### config.mk
export PLATFORM = sky130hd
export DESIGN_NAME = intc_core
export DESIGN_NICKNAME = d
export VERILOG_FILES = /design/src/core/intc_pkg.sv /design/src/core/vec_mem_if.sv /design/src/core/vec_store.sv /design/src/core/pin_sense.sv /design/src/core/intc_core.sv
export SDC_FILE = /design/constraint.sdc
export NUM_CORES = 1
export LEC_CHECK = 0
export ABC_AREA = 0
export BUFFER_PORTS_ARGS = -buffer_cell sky130_fd_sc_hd__buf_2
export CAP_MARGIN = 20
export CORE_ASPECT_RATIO = 1.4
export CORE_MARGIN = 1
export CORE_UTILIZATION = 30
export CTS_CLUSTER_DIAMETER = 200
export DETAILED_ROUTE_END_ITERATION = 8
export PLACE_DENSITY = 0.55
export SYNTH_ARGS = -nofsm -noshare
export SYNTH_HDL_FRONTEND = slang
export SYNTH_SLANG_ARGS = --single-unit
export TNS_END_PERCENT = 30
### constraint.sdc
create_clock -name clk -period 136.2 [get_ports clk]
set_input_delay 34.05 -clock clk [delete_from_list [all_inputs] [get_ports clk]]
set_output_delay 34.05 -clock clk [all_outputs]
set_load 0.005 [all_outputs]
### src/core/intc_pkg.sv
// package of the external and on-chip interrupt priority and vector controller
// assumes one 20 MHz clock and a 16-bit register port with 8-bit byte addresses
package intc_pkg;

  // --------------------------------------------------------------------------
  // sizes
  // --------------------------------------------------------------------------
  localparam int ADDR_W   = 8;
  localparam int DATA_W   = 16;
  localparam int PIN_N    = 4;
  localparam int PERIPH_N = 32;
  localparam int FIELD_N  = 16;
  localparam int VEC_W    = 8;
  localparam int LVL_W    = 4;
  localparam int CS_N     = 5;
  localparam int VIDX_W   = 5;

  // --------------------------------------------------------------------------
  // register offsets
  // --------------------------------------------------------------------------
  localparam logic [7:0] OFS_CTRL     = 8'h00;
  localparam logic [7:0] OFS_SENSE    = 8'h02;
  localparam logic [7:0] OFS_EXT_PRI  = 8'h04;
  localparam logic [7:0] OFS_PRI_A    = 8'h06;
  localparam logic [7:0] OFS_PRI_B    = 8'h08;
  localparam logic [7:0] OFS_PRI_D    = 8'h0A;
  localparam logic [7:0] OFS_PRI_E    = 8'h0C;
  localparam logic [7:0] OFS_VBR_HI   = 8'h0E;
  localparam logic [7:0] OFS_VBR_LO   = 8'h10;
  localparam logic [7:0] OFS_MASK     = 8'h12;
  localparam logic [7:0] OFS_LAST_VEC = 8'h14;
  localparam logic [7:0] OFS_VEC_BASE = 8'h40;

  // --------------------------------------------------------------------------
  // field positions
  // --------------------------------------------------------------------------
  localparam int CTRL_VSEL_BIT    = 0;
  localparam int CTRL_PPM_BIT     = 1;
  localparam int CTRL_NONMASK_EDGE_SELECT_BIT    = 8;
  localparam int CTRL_NMI_LVL_BIT = 15;
  localparam int SENSE_FLAG_LSB   = 8;
  localparam int SENSE_PIN_LSB    = 12;
  localparam int VEC_IDX_LSB      = 1;

  // --------------------------------------------------------------------------
  // reset values and fixed codes
  // --------------------------------------------------------------------------
  localparam logic [15:0] RST_CTRL     = 16'h0000;
  localparam logic [7:0]  RST_SENSE    = 8'h00;
  localparam logic [15:0] RST_PRI      = 16'h0000;
  localparam logic [31:0] RST_VBR      = 32'h0000_0000;
  localparam logic [3:0]  RST_MASK     = 4'hF;
  localparam logic [7:0]  AUTOVEC_BASE = 8'h40;
  localparam logic [7:0]  NMI_VECTOR   = 8'h0B;
  localparam logic [4:0]  NMI_LEVEL    = 5'h10;
  localparam logic [3:0]  NMI_MASK     = 4'hF;

  typedef enum logic [1:0] {
    SENSE_LOW  = 2'b00,
    SENSE_FALL = 2'b01,
    SENSE_RISE = 2'b10,
    SENSE_BOTH = 2'b11
  } sense_type;

  typedef enum logic [1:0] {
    ST_IDLE  = 2'b00,
    ST_FETCH = 2'b01,
    ST_VREAD = 2'b10,
    ST_ISSUE = 2'b11
  } state_type;

  typedef enum logic [1:0] {
    KIND_NONE   = 2'b00,
    KIND_NMI    = 2'b01,
    KIND_PIN    = 2'b10,
    KIND_PERIPH = 2'b11
  } kind_type;

endpackage

### src/core/vec_mem_if.sv
// carrier between the controller and its peripheral vector store
// assumes both ends run on the controller clock
`timescale 1ns/10ps
interface vec_mem_if;
  import intc_pkg::*;
  logic              wr_en;
  logic [VIDX_W-1:0] wr_addr;
  logic [VEC_W-1:0]  wr_data;
  logic [VIDX_W-1:0] bus_addr;
  logic [VEC_W-1:0]  bus_data;
  logic [VIDX_W-1:0] eng_addr;
  logic [VEC_W-1:0]  eng_data;
  modport owner (output wr_en, wr_addr, wr_data, bus_addr, eng_addr,
                 input bus_data, eng_data);
  modport store (input wr_en, wr_addr, wr_data, bus_addr, eng_addr,
                 output bus_data, eng_data);
endinterface

### src/core/vec_store.sv
// vector numbers of the on-chip sources, one write port, two registered read ports
// assumes the owner holds read addresses at least one cycle
`timescale 1ns/10ps
module vec_store
  import intc_pkg::*;
(
  input  wire logic clk,
  input  wire logic reset_n,
  input  wire logic ce,
  vec_mem_if.store  mem
);
  logic [VEC_W-1:0] cells [PERIPH_N];

  always_ff @(posedge clk) begin
    if (ce && mem.wr_en) begin
      cells[mem.wr_addr] <= mem.wr_data;
    end
  end

  always_ff @(posedge clk or negedge reset_n) begin
    if (!reset_n) begin
      mem.bus_data <= '0;
      mem.eng_data <= '0;
    end else if (ce) begin
      mem.bus_data <= cells[mem.bus_addr];
      mem.eng_data <= cells[mem.eng_addr];
    end
  end
endmodule

### src/core/pin_sense.sv
// one request pin in per-pin mode: low level or edge sensing with a sticky flag
// assumes the pin is synchronous to clk
`timescale 1ns/10ps
module pin_sense
  import intc_pkg::*;
(
  input  wire logic      clk,
  input  wire logic      reset_n,
  input  wire logic      ce,
  input  wire logic      pin_level,
  input  wire sense_type sense_mode,
  input  wire logic      enable,
  input  wire logic      clear,
  output logic           flag,
  output logic           pending
);
  logic prev;
  logic hit;

  always_comb begin
    unique case (sense_mode)
      SENSE_LOW:  hit = 1'b0;
      SENSE_FALL: hit = prev & ~pin_level;
      SENSE_RISE: hit = ~prev & pin_level;
      SENSE_BOTH: hit = prev ^ pin_level;
    endcase
  end

  always_ff @(posedge clk or negedge reset_n) begin
    if (!reset_n) begin
      prev <= 1'b1;
    end else if (ce) begin
      prev <= pin_level;
    end
  end

  // edge flag: a new edge wins over a clear in the same cycle
  always_ff @(posedge clk or negedge reset_n) begin
    if (!reset_n) begin
      flag <= 1'b0;
    end else if (ce) begin
      if (enable && hit) begin
        flag <= 1'b1;
      end else if (clear || !enable) begin
        flag <= 1'b0;
      end
    end
  end

  assign pending = enable & ((sense_mode == SENSE_LOW) ? ~pin_level : flag);
endmodule

### src/core/intc_core.sv
// interrupt priority and vector controller: request pins, on-chip sources, nmi
// assumes synchronous inputs, one clock, a cpu that takes exc_start as a pulse
//
// The implementer's own choices: the register offsets and strobed register access.
`timescale 1ns/10ps
module intc_core
  import intc_pkg::*;
(
  input  wire logic              clk,
  input  wire logic              reset_n,
  input  wire logic              ce,
  input  wire logic [ADDR_W-1:0] addr,
  input  wire logic [DATA_W-1:0] wdata,
  input  wire logic              wr,
  input  wire logic              rd,
  output logic [DATA_W-1:0]      rdata,
  input  wire logic              nmi_pin,
  input  wire logic [PIN_N-1:0]  request_pins,
  input  wire logic [PERIPH_N-1:0] periph_req,
  input  wire logic [VEC_W-1:0]  vector_in_lines,
  input  wire logic              wait_n,
  input  wire logic [CS_N-1:0]   bus_chip_select_n,
  output logic [CS_N-1:0]        chip_select_outs,
  output logic [LVL_W-1:0]       accepted_level_out,
  output logic                   vector_fetch_strobe_n,
  output logic                   exc_start,
  output logic [LVL_W-1:0]       exc_level,
  output logic [VEC_W-1:0]       exc_vector,
  output logic [31:0]            exc_addr,
  output logic [LVL_W-1:0]       status_mask_field
);

  // --------------------------------------------------------------------------
  // registers and state
  // --------------------------------------------------------------------------
  logic [15:0]       intc_control_reg;
  logic [7:0]        pin_sense_select_fields;
  logic [15:0]       ext_pin_priority_reg;
  logic [15:0]       periph_priority_reg_a;
  logic [15:0]       periph_priority_reg_b;
  logic [15:0]       periph_priority_reg_d;
  logic [15:0]       periph_priority_reg_e;
  logic [31:0]       vector_base_reg;
  logic [VEC_W-1:0]  last_vector;
  state_type         state;
  kind_type          src_kind;
  logic [VIDX_W-1:0] src_index;
  logic [LVL_W-1:0]  src_level;
  logic [VEC_W-1:0]  src_vector;
  logic              nmi_prev;
  logic              nmi_flag;
  logic              vec_read_d;

  logic              per_pin_mode_select;
  logic              vector_source_select;
  logic              nonmask_edge_select;
  logic              wr_hit_vec;
  logic              rd_hit_vec;
  logic [PIN_N-1:0]  pin_flag;
  logic [PIN_N-1:0]  pin_pending;
  logic [PIN_N-1:0]  pin_clear;
  logic [63:0]       periph_fields;
  logic [3:0]        enc_level;
  logic [4:0]        best_level;
  kind_type          best_kind;
  logic [VIDX_W-1:0] best_index;
  logic              accept;
  logic [VEC_W-1:0]  next_vector;
  logic [DATA_W-1:0] next_rdata;
  logic              nmi_edge;

  vec_mem_if vmem ();

  assign per_pin_mode_select  = intc_control_reg[CTRL_PPM_BIT];
  assign vector_source_select = intc_control_reg[CTRL_VSEL_BIT];
  assign nonmask_edge_select  = intc_control_reg[CTRL_NONMASK_EDGE_SELECT_BIT];
  assign wr_hit_vec = wr && (addr >= OFS_VEC_BASE) && !addr[7];
  assign rd_hit_vec = rd && (addr >= OFS_VEC_BASE) && !addr[7];

  // --------------------------------------------------------------------------
  // register writes
  // --------------------------------------------------------------------------
  always_ff @(posedge clk or negedge reset_n) begin
    if (!reset_n) begin
      intc_control_reg        <= RST_CTRL;
      pin_sense_select_fields <= RST_SENSE;
      ext_pin_priority_reg    <= RST_PRI;
      periph_priority_reg_a   <= RST_PRI;
      periph_priority_reg_b   <= RST_PRI;
      periph_priority_reg_d   <= RST_PRI;
      periph_priority_reg_e   <= RST_PRI;
      vector_base_reg         <= RST_VBR;
    end else if (ce && wr) begin
      unique case (addr)
        OFS_CTRL: begin
          intc_control_reg <= wdata & 16'h0103;
        end
        OFS_SENSE:   pin_sense_select_fields <= wdata[7:0];
        OFS_EXT_PRI: ext_pin_priority_reg <= wdata;
        OFS_PRI_A:   periph_priority_reg_a <= wdata;
        OFS_PRI_B:   periph_priority_reg_b <= wdata;
        OFS_PRI_D:   periph_priority_reg_d <= wdata;
        OFS_PRI_E:   periph_priority_reg_e <= wdata;
        OFS_VBR_HI:  vector_base_reg[31:16] <= wdata;
        OFS_VBR_LO:  vector_base_reg[15:0] <= wdata;
        default: begin
        end
      endcase
    end
  end

  // --------------------------------------------------------------------------
  // register reads, data one cycle after the strobe
  // --------------------------------------------------------------------------
  always_comb begin
    next_rdata = '0;
    unique case (addr)
      OFS_CTRL: begin
        next_rdata = intc_control_reg;
        next_rdata[CTRL_NMI_LVL_BIT] = nmi_pin;
      end
      OFS_SENSE: begin
        next_rdata[7:0] = pin_sense_select_fields;
        next_rdata[SENSE_FLAG_LSB +: PIN_N] = pin_flag;
        next_rdata[SENSE_PIN_LSB +: PIN_N] = request_pins;
      end
      OFS_EXT_PRI:  next_rdata = ext_pin_priority_reg;
      OFS_PRI_A:    next_rdata = periph_priority_reg_a;
      OFS_PRI_B:    next_rdata = periph_priority_reg_b;
      OFS_PRI_D:    next_rdata = periph_priority_reg_d;
      OFS_PRI_E:    next_rdata = periph_priority_reg_e;
      OFS_VBR_HI:   next_rdata = vector_base_reg[31:16];
      OFS_VBR_LO:   next_rdata = vector_base_reg[15:0];
      OFS_MASK:     next_rdata = {12'h000, status_mask_field};
      OFS_LAST_VEC: next_rdata = {6'h00, state, last_vector};
      default:      next_rdata = '0;
    endcase
  end

  logic [DATA_W-1:0] reg_rdata;

  always_ff @(posedge clk or negedge reset_n) begin
    if (!reset_n) begin
      reg_rdata  <= '0;
      vec_read_d <= 1'b0;
    end else if (ce) begin
      reg_rdata  <= rd ? next_rdata : '0;
      vec_read_d <= rd_hit_vec;
    end
  end

  assign rdata = vec_read_d ? {8'h00, vmem.bus_data} : reg_rdata;

  // --------------------------------------------------------------------------
  // per-source vector store
  // --------------------------------------------------------------------------
  assign vmem.wr_en    = ce && wr_hit_vec;
  assign vmem.wr_addr  = addr[VEC_IDX_LSB +: VIDX_W];
  assign vmem.wr_data  = {1'b0, wdata[6:0]};
  assign vmem.bus_addr = addr[VEC_IDX_LSB +: VIDX_W];
  assign vmem.eng_addr = src_index;

  vec_store u_store (
    .clk     (clk),
    .reset_n (reset_n),
    .ce      (ce),
    .mem     (vmem.store)
  );

  // --------------------------------------------------------------------------
  // request pins in per-pin mode
  // --------------------------------------------------------------------------
  always_comb begin
    for (int i = 0; i < PIN_N; i++) begin
      pin_clear[i] = (accept && best_kind == KIND_PIN && best_index == VIDX_W'(i))
                  || (wr && addr == OFS_SENSE && !wdata[SENSE_FLAG_LSB + i]);
    end
  end

  genvar g;
  generate
    for (g = 0; g < PIN_N; g++) begin : pins
      pin_sense u_sense (
        .clk        (clk),
        .reset_n    (reset_n),
        .ce         (ce),
        .pin_level  (request_pins[g]),
        .sense_mode (sense_type'(pin_sense_select_fields[2*g +: 2])),
        .enable     (per_pin_mode_select),
        .clear      (pin_clear[g]),
        .flag       (pin_flag[g]),
        .pending    (pin_pending[g])
      );
    end
  endgenerate

  // --------------------------------------------------------------------------
  // nmi edge latch
  // --------------------------------------------------------------------------
  assign nmi_edge = nonmask_edge_select ? (nmi_pin & ~nmi_prev)
                                        : (~nmi_pin & nmi_prev);

  always_ff @(posedge clk or negedge reset_n) begin
    if (!reset_n) begin
      nmi_prev <= 1'b1;
      nmi_flag <= 1'b0;
    end else if (ce) begin
      nmi_prev <= nmi_pin;
      if (nmi_edge) begin
        nmi_flag <= 1'b1;
      end else if (accept && best_kind == KIND_NMI) begin
        nmi_flag <= 1'b0;
      end
    end
  end

  // --------------------------------------------------------------------------
  // priority resolution
  // --------------------------------------------------------------------------
  assign periph_fields = {periph_priority_reg_a, periph_priority_reg_b,
                          periph_priority_reg_d, periph_priority_reg_e};
  assign enc_level = ~request_pins;

  always_comb begin
    best_level = '0;
    best_kind  = KIND_NONE;
    best_index = '0;
    if (nmi_flag) begin
      best_level = NMI_LEVEL;
      best_kind  = KIND_NMI;
    end else begin
      if (per_pin_mode_select) begin
        for (int i = 0; i < PIN_N; i++) begin
          // strict compare keeps the earlier source on a tie
          if (pin_pending[i] && {1'b0, ext_pin_priority_reg[4*i +: 4]} > best_level) begin
            best_level = {1'b0, ext_pin_priority_reg[4*i +: 4]};
            best_kind  = KIND_PIN;
            best_index = VIDX_W'(i);
          end
        end
      end else if (enc_level != 4'h0) begin
        best_level = {1'b0, enc_level};
        best_kind  = KIND_PIN;
        best_index = '0;
      end
      for (int j = 0; j < PERIPH_N; j++) begin
        // two sources per field, lower index ranked first
        if (periph_req[j] && {1'b0, periph_fields[63 - 4*(j/2) -: 4]} > best_level) begin
          best_level = {1'b0, periph_fields[63 - 4*(j/2) -: 4]};
          best_kind  = KIND_PERIPH;
          best_index = VIDX_W'(j);
        end
      end
    end
  end

  // level 0 never beats the start value
  assign accept = (state == ST_IDLE) && (best_kind == KIND_NMI
               || (best_kind != KIND_NONE && best_level > {1'b0, status_mask_field}));

  // --------------------------------------------------------------------------
  // acceptance sequencer
  // --------------------------------------------------------------------------
  always_ff @(posedge clk or negedge reset_n) begin
    if (!reset_n) begin
      state     <= ST_IDLE;
      src_kind  <= KIND_NONE;
      src_index <= '0;
      src_level <= '0;
    end else if (ce) begin
      unique case (state)
        ST_IDLE: begin
          if (accept) begin
            src_kind  <= best_kind;
            src_index <= best_index;
            src_level <= (best_kind == KIND_NMI) ? NMI_MASK : best_level[3:0];
            if (best_kind == KIND_PIN && vector_source_select) begin
              state <= ST_FETCH;
            end else if (best_kind == KIND_PERIPH) begin
              state <= ST_VREAD;
            end else begin
              state <= ST_ISSUE;
            end
          end
        end
        ST_FETCH: begin
          if (wait_n) begin
            state <= ST_ISSUE;
          end
        end
        ST_VREAD: state <= ST_ISSUE;
        ST_ISSUE: state <= ST_IDLE;
      endcase
    end
  end

  // --------------------------------------------------------------------------
  // external vector fetch pins
  // --------------------------------------------------------------------------
  always_ff @(posedge clk or negedge reset_n) begin
    if (!reset_n) begin
      vector_fetch_strobe_n <= 1'b1;
      accepted_level_out    <= '0;
    end else if (ce) begin
      if (state == ST_IDLE && accept && best_kind == KIND_PIN && vector_source_select) begin
        vector_fetch_strobe_n <= 1'b0;
        accepted_level_out    <= best_level[3:0];
      end else if (state == ST_FETCH && wait_n) begin
        vector_fetch_strobe_n <= 1'b1;
        accepted_level_out    <= '0;
      end
    end
  end

  assign chip_select_outs = vector_fetch_strobe_n ? bus_chip_select_n
                                                  : {CS_N{1'b1}};

  // --------------------------------------------------------------------------
  // vector capture
  // --------------------------------------------------------------------------
  always_ff @(posedge clk or negedge reset_n) begin
    if (!reset_n) begin
      src_vector <= '0;
    end else if (ce) begin
      if (state == ST_IDLE && accept) begin
        src_vector <= AUTOVEC_BASE + VEC_W'(best_level[3:1]);
      end else if (state == ST_FETCH && wait_n) begin
        src_vector <= vector_in_lines;
      end
    end
  end

  always_comb begin
    unique case (src_kind)
      KIND_NMI:    next_vector = NMI_VECTOR;
      KIND_PERIPH: next_vector = vmem.eng_data;
      KIND_PIN:    next_vector = src_vector;
      KIND_NONE:   next_vector = '0;
    endcase
  end

  // --------------------------------------------------------------------------
  // exception start toward the cpu
  // --------------------------------------------------------------------------
  always_ff @(posedge clk or negedge reset_n) begin
    if (!reset_n) begin
      exc_start   <= 1'b0;
      exc_level   <= '0;
      exc_vector  <= '0;
      exc_addr    <= '0;
      last_vector <= '0;
    end else if (ce) begin
      exc_start <= (state == ST_ISSUE);
      if (state == ST_ISSUE) begin
        exc_level   <= src_level;
        exc_vector  <= next_vector;
        last_vector <= next_vector;
        exc_addr    <= vector_base_reg + {22'h0, next_vector, 2'b00};
      end
    end
  end

  // status mask: hardware load wins over a software write in the same cycle
  always_ff @(posedge clk or negedge reset_n) begin
    if (!reset_n) begin
      status_mask_field <= RST_MASK;
    end else if (ce) begin
      if (state == ST_ISSUE) begin
        status_mask_field <= src_level;
      end else if (wr && addr == OFS_MASK) begin
        status_mask_field <= wdata[3:0];
      end
    end
  end

endmodule

## Yosys cells after proc, flatten, opt, wreduce, memory -nomap -nowiden

Memories as Yosys holds them, arrays and structs flattened. A register that Yosys moved wholly into a read port is not among the register bits.
Index checks and enable logic that the tools add are counted.

- Add/sub/neg operators: 2
- Order comparisons: 38
- Equality and inequality tests: 36
- Mux-type cells: 193
- Bitwise gates (word level): 29
- Reductions and logical operators: 121

Operators with widths:

| operator | number |
|---|---|
| $mux W5 | 112 |
| $pmux W16 S11 | 1 |
| $gt A4 B5 Y1 | 35 |
| $mux W2 | 42 |
| $logic_and A1 B1 Y1 | 66 |
| $reduce_and A2 Y1 | 18 |
| $add A32 B10 Y32 | 1 |
| $eq A8 B4 Y1 const B | 4 |
| $mux W16 | 2 |
| $pmux W8 S4 | 1 |
| $eq A2 B2 Y1 const B | 14 |
| $mux W4 | 7 |
| $eq A8 B5 Y1 const B | 3 |
| $mux W1 | 21 |
| $reduce_bool A2 Y1 | 9 |
| $eq A8 B3 Y1 const B | 2 |
| $mux W8 | 2 |
| $pmux W1 S4 | 4 |
| $and A1 B1 Y1 | 14 |
| $eq A2 B1 Y1 const B | 7 |
| $logic_not A2 Y1 | 6 |
| $eq A5 B2 Y1 const B | 2 |
| $not A1 Y1 | 10 |
| $logic_or A1 B1 Y1 | 9 |
| 15 further kinds | 27 |

- Register bits: 241
- Memory bits (writable): 224
- Input port bits: 80
- Output and inout port bits: 75
- Memories: 1

Memory list:

| name | depth | bits a word | rd ports | clocked after memory_dff | write ports | line | text |
|---|---|---|---|---|---|---|---|
| u_store.cells | 32 | 7 | 2 | 2 | 1 | vec_store.sv:12 | `logic [VEC_W-1:0] cells [PERIPH_N];` |

## Logic depth before layout (Yosys ltp)

Gate-level depths: netlist of run 1.

- Word-level depth: 160
- Depth in mapped cells: 286
- Depth with buffers taken out: 279

## Modules after synthesis

Synthesis of run 1 repeated with hierarchy kept, for this count alone.

- Cell total of the unflattened synthesis: 2953
- Area total of the unflattened synthesis: 31816.8 sq um

By module, submodules not included:

| module | times used | cells an instance | area each (sq um) | sequential area each (sq um) |
|---|---|---|---|---|
| intc_core | 1 | 1995 | 18226.2 | 5437.7 |
| vec_store | 1 | 882 | 12934.9 | 8087.8 |
| pin_sense | 4 | 19 | 163.9 | 51.3 |

## Worst setup path after synthesis of run 1

No wires, ideal clock.

- Kind: input -> register
- Start point: input request_pins[0]
- End point: register accepted_level_out[3]
- Data arrival time: 81174 ps
- Setup slack: 54893 ps
- Stages on the path: 251
- Buffers on the path: 5
- Path through: or3_1 > a21oi_1 > nand2_1 > ha_1 > and4_1 > a211o_1 > nor2_1 > mux2_2 > ha_1 > nand4_1 > o211ai_1 > a21o_1 > buf_2 > mux2_2 > ha_1 > nand4_1 > o311ai_1 > a21oi_1 > (+215 left out) > o21a_1 > o21a_1 > o211ai_1 > and2_1 > clkbuf_1 > nor2_1 > a211o_1 > inv_2 > ha_1 > nor2b_1 > o21ai_0 > nand2b_1 > a21oi_1 > a41oi_1 > nand2_1 > or4_1 > buf_2 > mux2i_1

- Word-level cells in the longest chain between the ends: 159

Ends and longest elaborated chain:

| what | line | text |
|---|---|---|
| start, declared | intc_core.sv:18 | `input wire logic [PIN_N-1:0] request_pins,` |
| $not A1 Y1 | pin_sense.sv:50 | `assign pending = enable & ((sense_mode == SENSE_LOW) ? ~pin_level : flag);` |
| $mux W1 | pin_sense.sv:50 |  |
| $and A1 B1 Y1 | pin_sense.sv:50 |  |
| $logic_and A1 B1 Y1 | intc_core.sv:235 | `if (pin_pending[i] && {1'b0, ext_pin_priority_reg[4*i +: 4]} > best_level) begin` |
| $mux W4 | intc_core.sv:235 |  |
| $mux W5 | intc_core.sv:232 | `if (per_pin_mode_select) begin` |
| $mux W5 | intc_core.sv:228 | `if (nmi_flag) begin` |
| $gt A4 B5 Y1 | intc_core.sv:235 |  |
| (+141 left out) | n/a |  |
| $mux W5 / $mux W2 (equally long branches) | intc_core.sv:228 |  |
| $gt A5 B4 Y1 / $reduce_bool A2 Y1 (equally long branches) | intc_core.sv:259 | `\|\| (best_kind != KIND_NONE && best_level > {1'b0, status_mask_field}));` |
| $logic_and A1 B1 Y1 | intc_core.sv:259 |  |
| $logic_or A1 B1 Y1 | intc_core.sv:259 |  |
| $logic_and A1 B1 Y1 | intc_core.sv:258 | `assign accept = (state == ST_IDLE) && (best_kind == KIND_NMI` |
| $logic_and A1 B1 Y1 (3 in a row) | intc_core.sv:305 | `if (state == ST_IDLE && accept && best_kind == KIND_PIN && vector_source_select) begin` |
| $reduce_bool A2 Y1 (no source line) | n/a |  |
| $reduce_and A2 Y1 (no source line) | n/a |  |
| end signal, assigned | intc_core.sv:307 | `accepted_level_out <= best_level[3:0];` |
| end, declared | intc_core.sv:24 | `output logic [LVL_W-1:0] accepted_level_out,` |

Several ways; a longest one is shown, not always the timed one. The select of a mux whose other input is x is not followed.
A chain may end at the register's enable or synchronous reset.

## Final worst setup path of run 1

- Start point: input request_pins[0]
- End point: register src_index[3]

- Word-level cells in the longest chain between the ends: 155

Ends and longest elaborated chain:

| what | line | text |
|---|---|---|
| $not A1 Y1 | pin_sense.sv:50 |  |
| $mux W1 | pin_sense.sv:50 |  |
| $and A1 B1 Y1 | pin_sense.sv:50 |  |
| $logic_and A1 B1 Y1 | intc_core.sv:235 |  |
| $mux W4 | intc_core.sv:235 |  |
| $mux W5 | intc_core.sv:232 |  |
| $mux W5 | intc_core.sv:228 |  |
| $gt A4 B5 Y1 | intc_core.sv:235 |  |
| (+139 left out) | n/a |  |
| $logic_and A1 B1 Y1 | intc_core.sv:248 | `if (periph_req[j] && {1'b0, periph_fields[63 - 4*(j/2) -: 4]} > best_level) begin` |
| $mux W5 / $mux W2 (equally long branches) | intc_core.sv:248 |  |
| $mux W5 / $mux W2 (equally long branches) | intc_core.sv:228 |  |
| $gt A5 B4 Y1 / $reduce_bool A2 Y1 (equally long branches) | intc_core.sv:259 |  |
| $logic_and A1 B1 Y1 | intc_core.sv:259 |  |
| $logic_or A1 B1 Y1 | intc_core.sv:259 |  |
| $logic_and A1 B1 Y1 | intc_core.sv:258 |  |
| $reduce_and A3 Y1 (no source line) | n/a |  |
| end signal, assigned | intc_core.sv:275 | `src_index <= best_index;` |
| end, declared | intc_core.sv:47 | `logic [VIDX_W-1:0] src_index;` |

Several ways; a longest one is shown, not always the timed one. The select of a mux whose other input is x is not followed.

==> results.md, run 1 <==
- FF-to-FF Start: pin_sense_select_fields[0]
- Min Tclk post-route: 88.39 ns
- Via density per instance: 5.582
- Worst Setup End Kind: flip-flop
- EDFF count, synth: 224
- Commonest cells post-synth: nand2_1, dfrtp_1, edfxtp_1
- Cts bufs inserted: 47
- Status: completed
- Cell variety after synth: 131
- CTS Root Cell: clkbuf_16
- Max-slew headroom: 0.2053
- Post-cts resize count: 0
- Beginning of the critical path: request_pins[0]
- Final setup viols: 0
- FP Rows: about 140
- Drt pass-1 iters: 6
- Overflow after GRT: 0
- RSZ-0062 raised after global routing: no
- IO Port Bufs: 154
- GRT met3 Usage: 0.02986
- Synth Instances: 2,700
- Vias in the first global route: 23,120
- Syn nets: 2,888
- Max reg flops: 224
- Cell mode on critical path: ha_1
- CP max stage cell: a21oi_1
- I/O pin total: 155
- HPWL after DPL: roughly 78 mm
- Post-synth top flop: dfrtp_1
- GRT Max-Usage Layer: met2
- Clock transition at path regs: 0.06 ns
- CTS tree: done
- Routed WL per cell: 24.87 um
- Yosys top cell area share: 0.2290
- Synthesized cell area: 29,370 um2
- Die Span X: 266.5 um
- Final TNS setup: 0 ns
- Largest net degree at the start of global routing: 83
- Critical Path RT: between 100 and 150 ns
- Clock sink count: 463
- Met2 global-route usage: 0.3691
- Core Box Area: 96,960 um2
- Number of fill cells in the layout: 9,826
- Ys Warns: 0
- Layout cells sized above 1: 0.2169
- Die area: 99,190 um2
- Fin. max-slew vios: 0
- Via count: about 23,000
- Count leader, synth: nand2_1
- Synth-to-Final Area Change: 13.02%
- Largest fanout on the critical path: 19
- ANT nets after route: 0
- Register area share after synthesis: 0.4330
- Hold Crit Class: flip-flop to flip-flop
- Met1 usage in global routing: 0.2397
- Top cells by area, synth: edfxtp_1, dfrtp_1, mux4_2
- Hold path start: exc_addr[30]
- Crit path largest cell delay: 0.69 ns
- Endpoints failing hold: 0
- Final net count: around 3,000
- WL final: 103.2 mm
- Ys async rst share: 0.5162
- Worst Tran Pin Value: approximately 1.2 ns
- Period utilisation layout: 0.6490
- DRT iter0 DRCs: 2,081
- Post-route DRC: 0
- Startpoint types: input pin
- Post-CTS setup buffers: 0
- Die H: 372.2 um
- Achievable Freq: 11.31 MHz
- Seq cells post-synth: 463
- Antenna violations before repair: 11
- Max Cap Viol: 0
- Skew final: 0.04449 ns
- Kind of critical path: input pin to flip-flop
- Clock latency at the later pin of the worst-skew pair: 0.62 ns
- Post-CTS Hold Buffers: 0
- CTS H-tree lvls: 2
- Routability cong.: approximately 0.96
- Clock Path Buffers: 3
- Tot GR Track Use: 0.2067
- Cell taking the most area after synthesis: edfxtp_1
- Worst EP arrival: a little under 90 ns
- Initial core utilization: 0.3030
- First-pass GRT wire length: roughly 150 mm
- Avg Cell Area, Syn: 10.88 um2
## cells by family (layout without fill, tap and decap cells)
family	Yosys count	after routing	synth area share
xor+xnor	58	58	0.01729
other cells	0	5	0
mux	314	314	0.1698
simple gates	762	762	0.1214
buf+inv	286	430	0.03787
compound gates	702	702	0.1719
flops	463	463	0.4330
fa+ha+maj	115	115	0.04873
## final timing paths
path | end | slack [ns] | cells after the start
max in group asynchronous | nmi_prev | 101.05 | 3
min in group asynchronous | periph_priority_reg_a[11] | 33.43 | 1
min reg2reg | exc_addr[30] | 0.48 | 2
max | src_index[3] | 47.81 | 245
min | exc_addr[30] | 0.48 | 2
max reg2reg | src_index[3] | 80.95 | 244
## layout make-up
class	instances	area, um2	share of cell area
clock inverter	22	276.5	0.008329
tap	1301	1628	0.04903
clock buffer	65	1324	0.03987
inverter	160	600.6	0.01809
sequential	463	12720	0.3833
timing repair buffer	183	1047	0.03154
multi-input combinational	1951	15590	0.4695
antenna	5	12.51	0.0003769
## worst max-delay path, delay by kind of cell
kind                       cells  cell delay [ns]
adders and majority gates     35            10.62
muxes                         19             6.66
AOI/OAI and AO/OA             98            23.90
buffers and inverters         27             2.17
and+or+nand+nor               66            11.50
## stage by stage
stage	cell area, um2	setup slack (ns)	cells	utilization	hold slack (ns)
after floorplan	29370	54.89	2700	-	0.4581
after global placement	31520	48.56	4055	0.3251	0.4647
after detailed placement	31530	47.70	4056	0.3252	0.4704
after CTS	33130	48.29	4143	0.3417	0.4850
after global routing	33190	43.31	4146	0.3423	0.5115
final	33200	47.81	4150	0.3424	0.4796
## cells in the final DEF (no fill, tap or decap), drive strengths merged, types with 37 or more instances in the layout
master / count
dfrtp: 229
nor3: 37
mux4: 134
ha: 107
clkbuf: 65
o21ai: 208
nand2: 302
inv: 160
a21oi: 107
nor2: 188
a31oi: 37
buf: 183
nand3: 52
mux2i: 52
edfxtp: 224
mux2: 128
## metal layers
metal / vias to the layer above / routed length [um]
li1: 10490 / -
met1: 11630 / 38850
met2: 809 / 52650
met3: 228 / 5873
met4: 6 / 5788
met5: - / 35
Power of run 1 is left out: the tool's default activity adds up to more than one toggle a clock period on the data nets, which glitch-free logic cannot reach.
==> inputs of run 2 (changes only) <==
--- a/config.mk
+++ b/config.mk
@@ -13,7 +13,7 @@
 export CORE_UTILIZATION = 30
 export CTS_CLUSTER_DIAMETER = 200
 export DETAILED_ROUTE_END_ITERATION = 8
-export PLACE_DENSITY = 0.55
+export PLACE_DENSITY = 0.57
 export SYNTH_ARGS = -nofsm -noshare
 export SYNTH_HDL_FRONTEND = slang
 export SYNTH_SLANG_ARGS = --single-unit
==> constraint.sdc (replaced) <==
create_clock -name clk -period 76.3 [get_ports clk]
set_input_delay 19.075 -clock clk [delete_from_list [all_inputs] [get_ports clk]]
set_output_delay 19.075 -clock clk [all_outputs]
set_load 0.005 [all_outputs]
==> run 2 against run 1 <==
Effect of this change: final cell count hardly changed; highest routed layer unchanged; critical endpoint is now pins[0].u_sense.flag; non-clock buffer count down 2; worst setup slack worse by 44 ns; critical path depth up 7.
==> results.md, run 2 (synthesized netlist as in run 1, its figures left out) <==
- Status: completed
- CP max stage cell: or4_1
- First-pass GRT wire length: 150.3 mm
- Tot GR Track Use: 0.2044
- Die H: between 300 and 400 um
- Largest net degree at the start of global routing: 103
- FP Rows: 135
- DRT iter0 DRCs: 2,052
- Max reg flops: 224
- Vias in the first global route: 22,760
- Max-slew headroom: 0.2461
- Achievable Freq: 13.83 MHz
- Worst Setup End Kind: flip-flop
- Period utilisation layout: 0.9476
- CTS Root Cell: clkbuf_16
- Layout cells sized above 1: 0.2187
- Clock Path Buffers: 3
- Skew final: 0.03281 ns
- Routed WL per cell: 24.81 um
- ANT nets after route: 0
- Post-route DRC: 0
- Utilization after layout: 0.3436
- Min Tclk post-route: between 70 and 80 ns
- Via density per instance: 5.611
- Core Box Area: between 90,000 and 100,000 um2
- Largest fanout on the critical path: 11
- Hold Crit Class: flip-flop to flip-flop
- Hold Path Cell Cnt: 2
- Clock transition at path regs: about 0.06 ns
- Fin. max-slew vios: 0
- Kind of critical path: input pin to flip-flop
- Critical Path RT: 76.76 ns
- Post-CTS Hold Buffers: 0
- Cts bufs inserted: 48
- Routability cong.: 0.9545
- Clock latency at the later pin of the worst-skew pair: ~0.61 ns
- Commonest non-fill, non-tap cell in the layout: nand2_1
- Dpl ws: approximately 2.7 ns
- CTS tree: done
- Initial core utilization: 0.3030
- Drt pass-1 iters: 5
- Antenna violations before repair: 9
- PnR worst setup slack: 4.000 ns
- Synth-to-Final Area Change: 13.42%
- Die area: about 100,000 um2
- R2R Setup Slk: 22.09 ns
- Most frequent cells in the layout: nand2_1, dfrtp_1, edfxtp_1
- Fin Hold WS: ~0.48 ns
- Crit path largest cell delay: 0.54 ns
- Worst Tran Pin Value: 1.127 ns
- Worst EP arrival: 72.76 ns
- Startpoint types: input pin
- Endpoints failing hold: 0
- Worst reg2reg path depth: 252
- Clock sink count: 463
- Via count: 23,270
- HPWL after DPL: 77.36 mm
- Overflow after GRT: 0
- CTS H-tree lvls: 2
- Max Cap Viol: 0
- IO Port Bufs: 154
- Final net count: roughly 3,000
- Final setup viols: 0
- Die Span X: 266.5 um
- Cell mode on critical path: ha_1
- I/O pin total: 155
- WL final: 102.9 mm
==> run 2: cell types whose count changed in the layout (fill, tap and decap cells not counted), moves of 2 or more <==
cell        previous run  this run
clkinvlp_4             0         3
clkbuf_8               8         6
diode_2                5         3
clkinv_2              11         2
nor4b_1                3         1
clkbuf_16             47        49
clkinv_1               2         4
nor4b_2                0         2
bufinv_16              4         7
==> run 2: cell type report <==
class                           instances  area [um2]
Tap cell                             1301        1628
Fill cell                            9751       63640
Multi-Input combinational cell       1952       15650
Sequential cell                       463       12730
Inverter                              160       600.6
Timing Repair Buffer                  181        1008
Clock inverter                         22       345.3
Clock buffer                           66        1350
Antenna cell                            3       7.507
==> run 2: path summary, 6_finish.rpt <==
kind / startpoint / endpoint
max: request_pins[0] / pins[0].u_sense.flag
min: exc_addr[13] / exc_addr[13]
max reg2reg: intc_control_reg[1] / pins[0].u_sense.flag
min reg2reg: exc_addr[13] / exc_addr[13]
max in group asynchronous: reset_n / pins[0].u_sense.flag
min in group asynchronous: reset_n / exc_addr[29]
==> run 2: what timing repair did <==
action                     in CTS  in global routing
gates resized for setup         0                 13
setup buffers                   0                  1
setup endpoints to repair       0                 30
==> run 2: worst max-delay path: cells and delay by family <==
| family | cells | cell delay [ns] |
|---|---|---|
| AND/OR/NAND/NOR | 66 | 11.30 |
| adder cells (fa/ha/maj) | 35 | 10.46 |
| buffers and inverters | 30 | 2.53 |
| AO/OA/AOI/OAI | 103 | 23.61 |
| multiplexers | 18 | 5.77 |
==> run 2: layer usage <==
metal  share of wire  global-route usage
met1            0.38              0.2364
met2            0.51              0.3633
met3           0.055             0.02775
met4           0.061              0.1112
met5         0.00020                   0
==> run 2: through the flow <==
| step | TNS (ns) | area (um2) | std cells |
|---|---|---|---|
| after floorplan | 0 | 29370 | 2700 |
| after global placement | 0 | 31510 | 4053 |
| after detailed placement | 0 | 31510 | 4053 |
| after CTS | 0 | 33200 | 4141 |
| after global routing | -0.08058 | 33310 | 4145 |
| final | 0 | 33320 | 4148 |
Power of run 2 is left out for the same reason.
==> inputs of run 3 (changes only) <==
--- a/config.mk
+++ b/config.mk
@@ -13,6 +13,7 @@
 export CORE_UTILIZATION = 30
 export CTS_CLUSTER_DIAMETER = 200
 export DETAILED_ROUTE_END_ITERATION = 8
+export MAX_ROUTING_LAYER = met4
 export PLACE_DENSITY = 0.57
 export SYNTH_ARGS = -nofsm -noshare
 export SYNTH_HDL_FRONTEND = slang
==> run 3 against run 2 <==
Effect of this change: fmax up 0.24%; register-to-register slack improved by 0.21 ns; global-route usage up 0.72 points; count of clock-buffer cells in the layout down 2; final cell count did not move; clock skew is essentially flat; flip-flop and latch count stayed put; final area shrank 0.57%; worst setup slack better by 0.17 ns.
==> results.md, run 3 (synthesized netlist as in run 1, its figures left out) <==
- Synth-to-Final Area Change: 12.77%
- HPWL after DPL: 77.92 mm
- Achievable Freq: between 10 and 15 MHz
- Max-slew headroom: 0.2207
- Non-filler instance count after layout: 4,148
- DRT iter0 DRCs: 2,028
- Utilization after layout: 0.3417
- Crit path largest cell delay: 0.54 ns
- Worst Setup End Kind: flip-flop
- Post-route DRC: 0
- Kind of critical path: input pin to flip-flop
- Cts bufs inserted: 49
- Max Cap Viol: 0
- IO Port Bufs: 154
- CTS Root Cell: clkbuf_16
- Largest fanout on the critical path: 11
- Tot GR Track Use: 0.2116
- FF-to-FF Start: intc_control_reg[1]
- Most frequent cells in the layout: nand2_1, dfrtp_1, edfxtp_1
- Min Tclk post-route: 72.13 ns
- Clock latency at the later pin of the worst-skew pair: 0.61 ns
- Core Box Area: 96,960 um2
- Skew final: approximately 0.032 ns
- ANT nets after route: 0
- Final net count: about 3,000
- Clock sink count: between 400 and 500
- RR Endpoint: pins[0].u_sense.flag
- Startpoint types: input pin
- Fin. max-slew vios: 0
- Commonest non-fill, non-tap cell in the layout: nand2_1
- Hold path start: exc_addr[29]
- WL final: 103.3 mm
- Antenna violations before repair: 8
- CTS tree: done
- Vias in the first global route: 23,260
- Via density per instance: ~5.6
- Routability cong.: between 0.9 and 1
- Overflow after GRT: 0
- Initial core utilization: 0.3030
- CTS H-tree lvls: 2
- Die Span X: 266.5 um
- Die area: between 90,000 and 100,000 um2
- Final TNS setup: 0 ns
- Layout cells sized above 1: 0.2174
- Clock transition at path regs: roughly 0.060 ns
- Largest net degree at the start of global routing: 100
- R2R Setup Slk: 22.30 ns
- Cell mode on critical path: ha_1
- Endpoints failing hold: 0
- Routed WL per cell: 24.91 um
- Cells after DPL: 4,054
- Worst EP arrival: slightly above 70 ns
- CP max stage cell: or4_1
- First-pass GRT wire length: roughly 150 mm
- FP Rows: 135
- Clock Path Buffers: 3
- Max reg flops: 224
- Worst Tran Pin Value: 1.169 ns
- Via count: 23,390
- Post-CTS Hold Buffers: 0
- Drt pass-1 iters: 7
- Hold EP: exc_addr[29]
- Hold Crit Class: flip-flop to flip-flop
- Die H: 372.2 um
- Final setup viols: 0
- I/O pin total: 155
- Worst reg2reg path depth: about 250
- Hold Path Cell Cnt: 2
- Critical Path RT: 76.76 ns
- Period utilisation layout: 0.9453
- Status: completed
-- run 3: cell types whose count changed in the layout (fill, tap and decap cells not counted), sizes merged --
cell,change
clkinv,+8
clkinvlp,-1
bufinv,-6
a21oi,-1
buf,+2
inv,-1
clkbuf,-2
diode,+1
-- run 3: layer usage --
metal / global-route usage / vias to the layer above / part of all wire
li1: - / 10500 / -
met1: 0.2370 / 11740 / 0.38
met2: 0.3674 / 889 / 0.51
met3: 0.02907 / 255 / 0.057
met4: 0.1062 / 0 / 0.057
met5: - / - / 0
-- run 3: metrics by stage --
step	area [um2]	hold WS [ns]	worst slack, ns
floorplan	29370	0.4581	9.968
global placement	31510	0.4652	3.646
detailed placement	31530	0.4699	2.706
CTS	33020	0.4848	3.204
global route	33120	0.5063	-0.05726
finish	33130	0.4809	4.172
-- run 3: how the worst max path moves through the flow --
stage	slack (ns)	startpoint	to	cells past startpoint
3_5_place_dp	2.71	request_pins[0]	src_index[3]	243
2_1_floorplan	9.97	request_pins[0]	accepted_level_out[3]	251
3_3_place_gp	3.65	request_pins[0]	src_index[3]	242
6_report	4.17	request_pins[0]	pins[0].u_sense.flag	249
4_1_cts	3.20	request_pins[0]	src_index[3]	243
5_1_grt	-0.06	request_pins[0]	pins[0].u_sense.flag	256
-- run 3: worst max-delay path, delay by kind of cell --
family          cells  cell delay [ns]
fa+ha+maj          36            10.92
buf+inv            30             2.51
simple gates       64            10.71
compound gates    100            22.90
mux                19             6.43
-- run 3: cell type report --
cell class                 count  area, um2
fill                        9788      63830
multi-input combinational   1951      15650
sequential                   463      12730
tap                         1301       1628
clock buffer                  64       1303
timing repair buffer         183       1020
inverter                     160      600.6
clock inverter                22      192.7
antenna                        4      10.01
-- run 3: what timing repair did --
action	in CTS	in global routing
endpoints found under the setup margin	0	30
gates resized for setup	0	13
setup buffers	0	2
Power of run 3 is left out for the same reason.
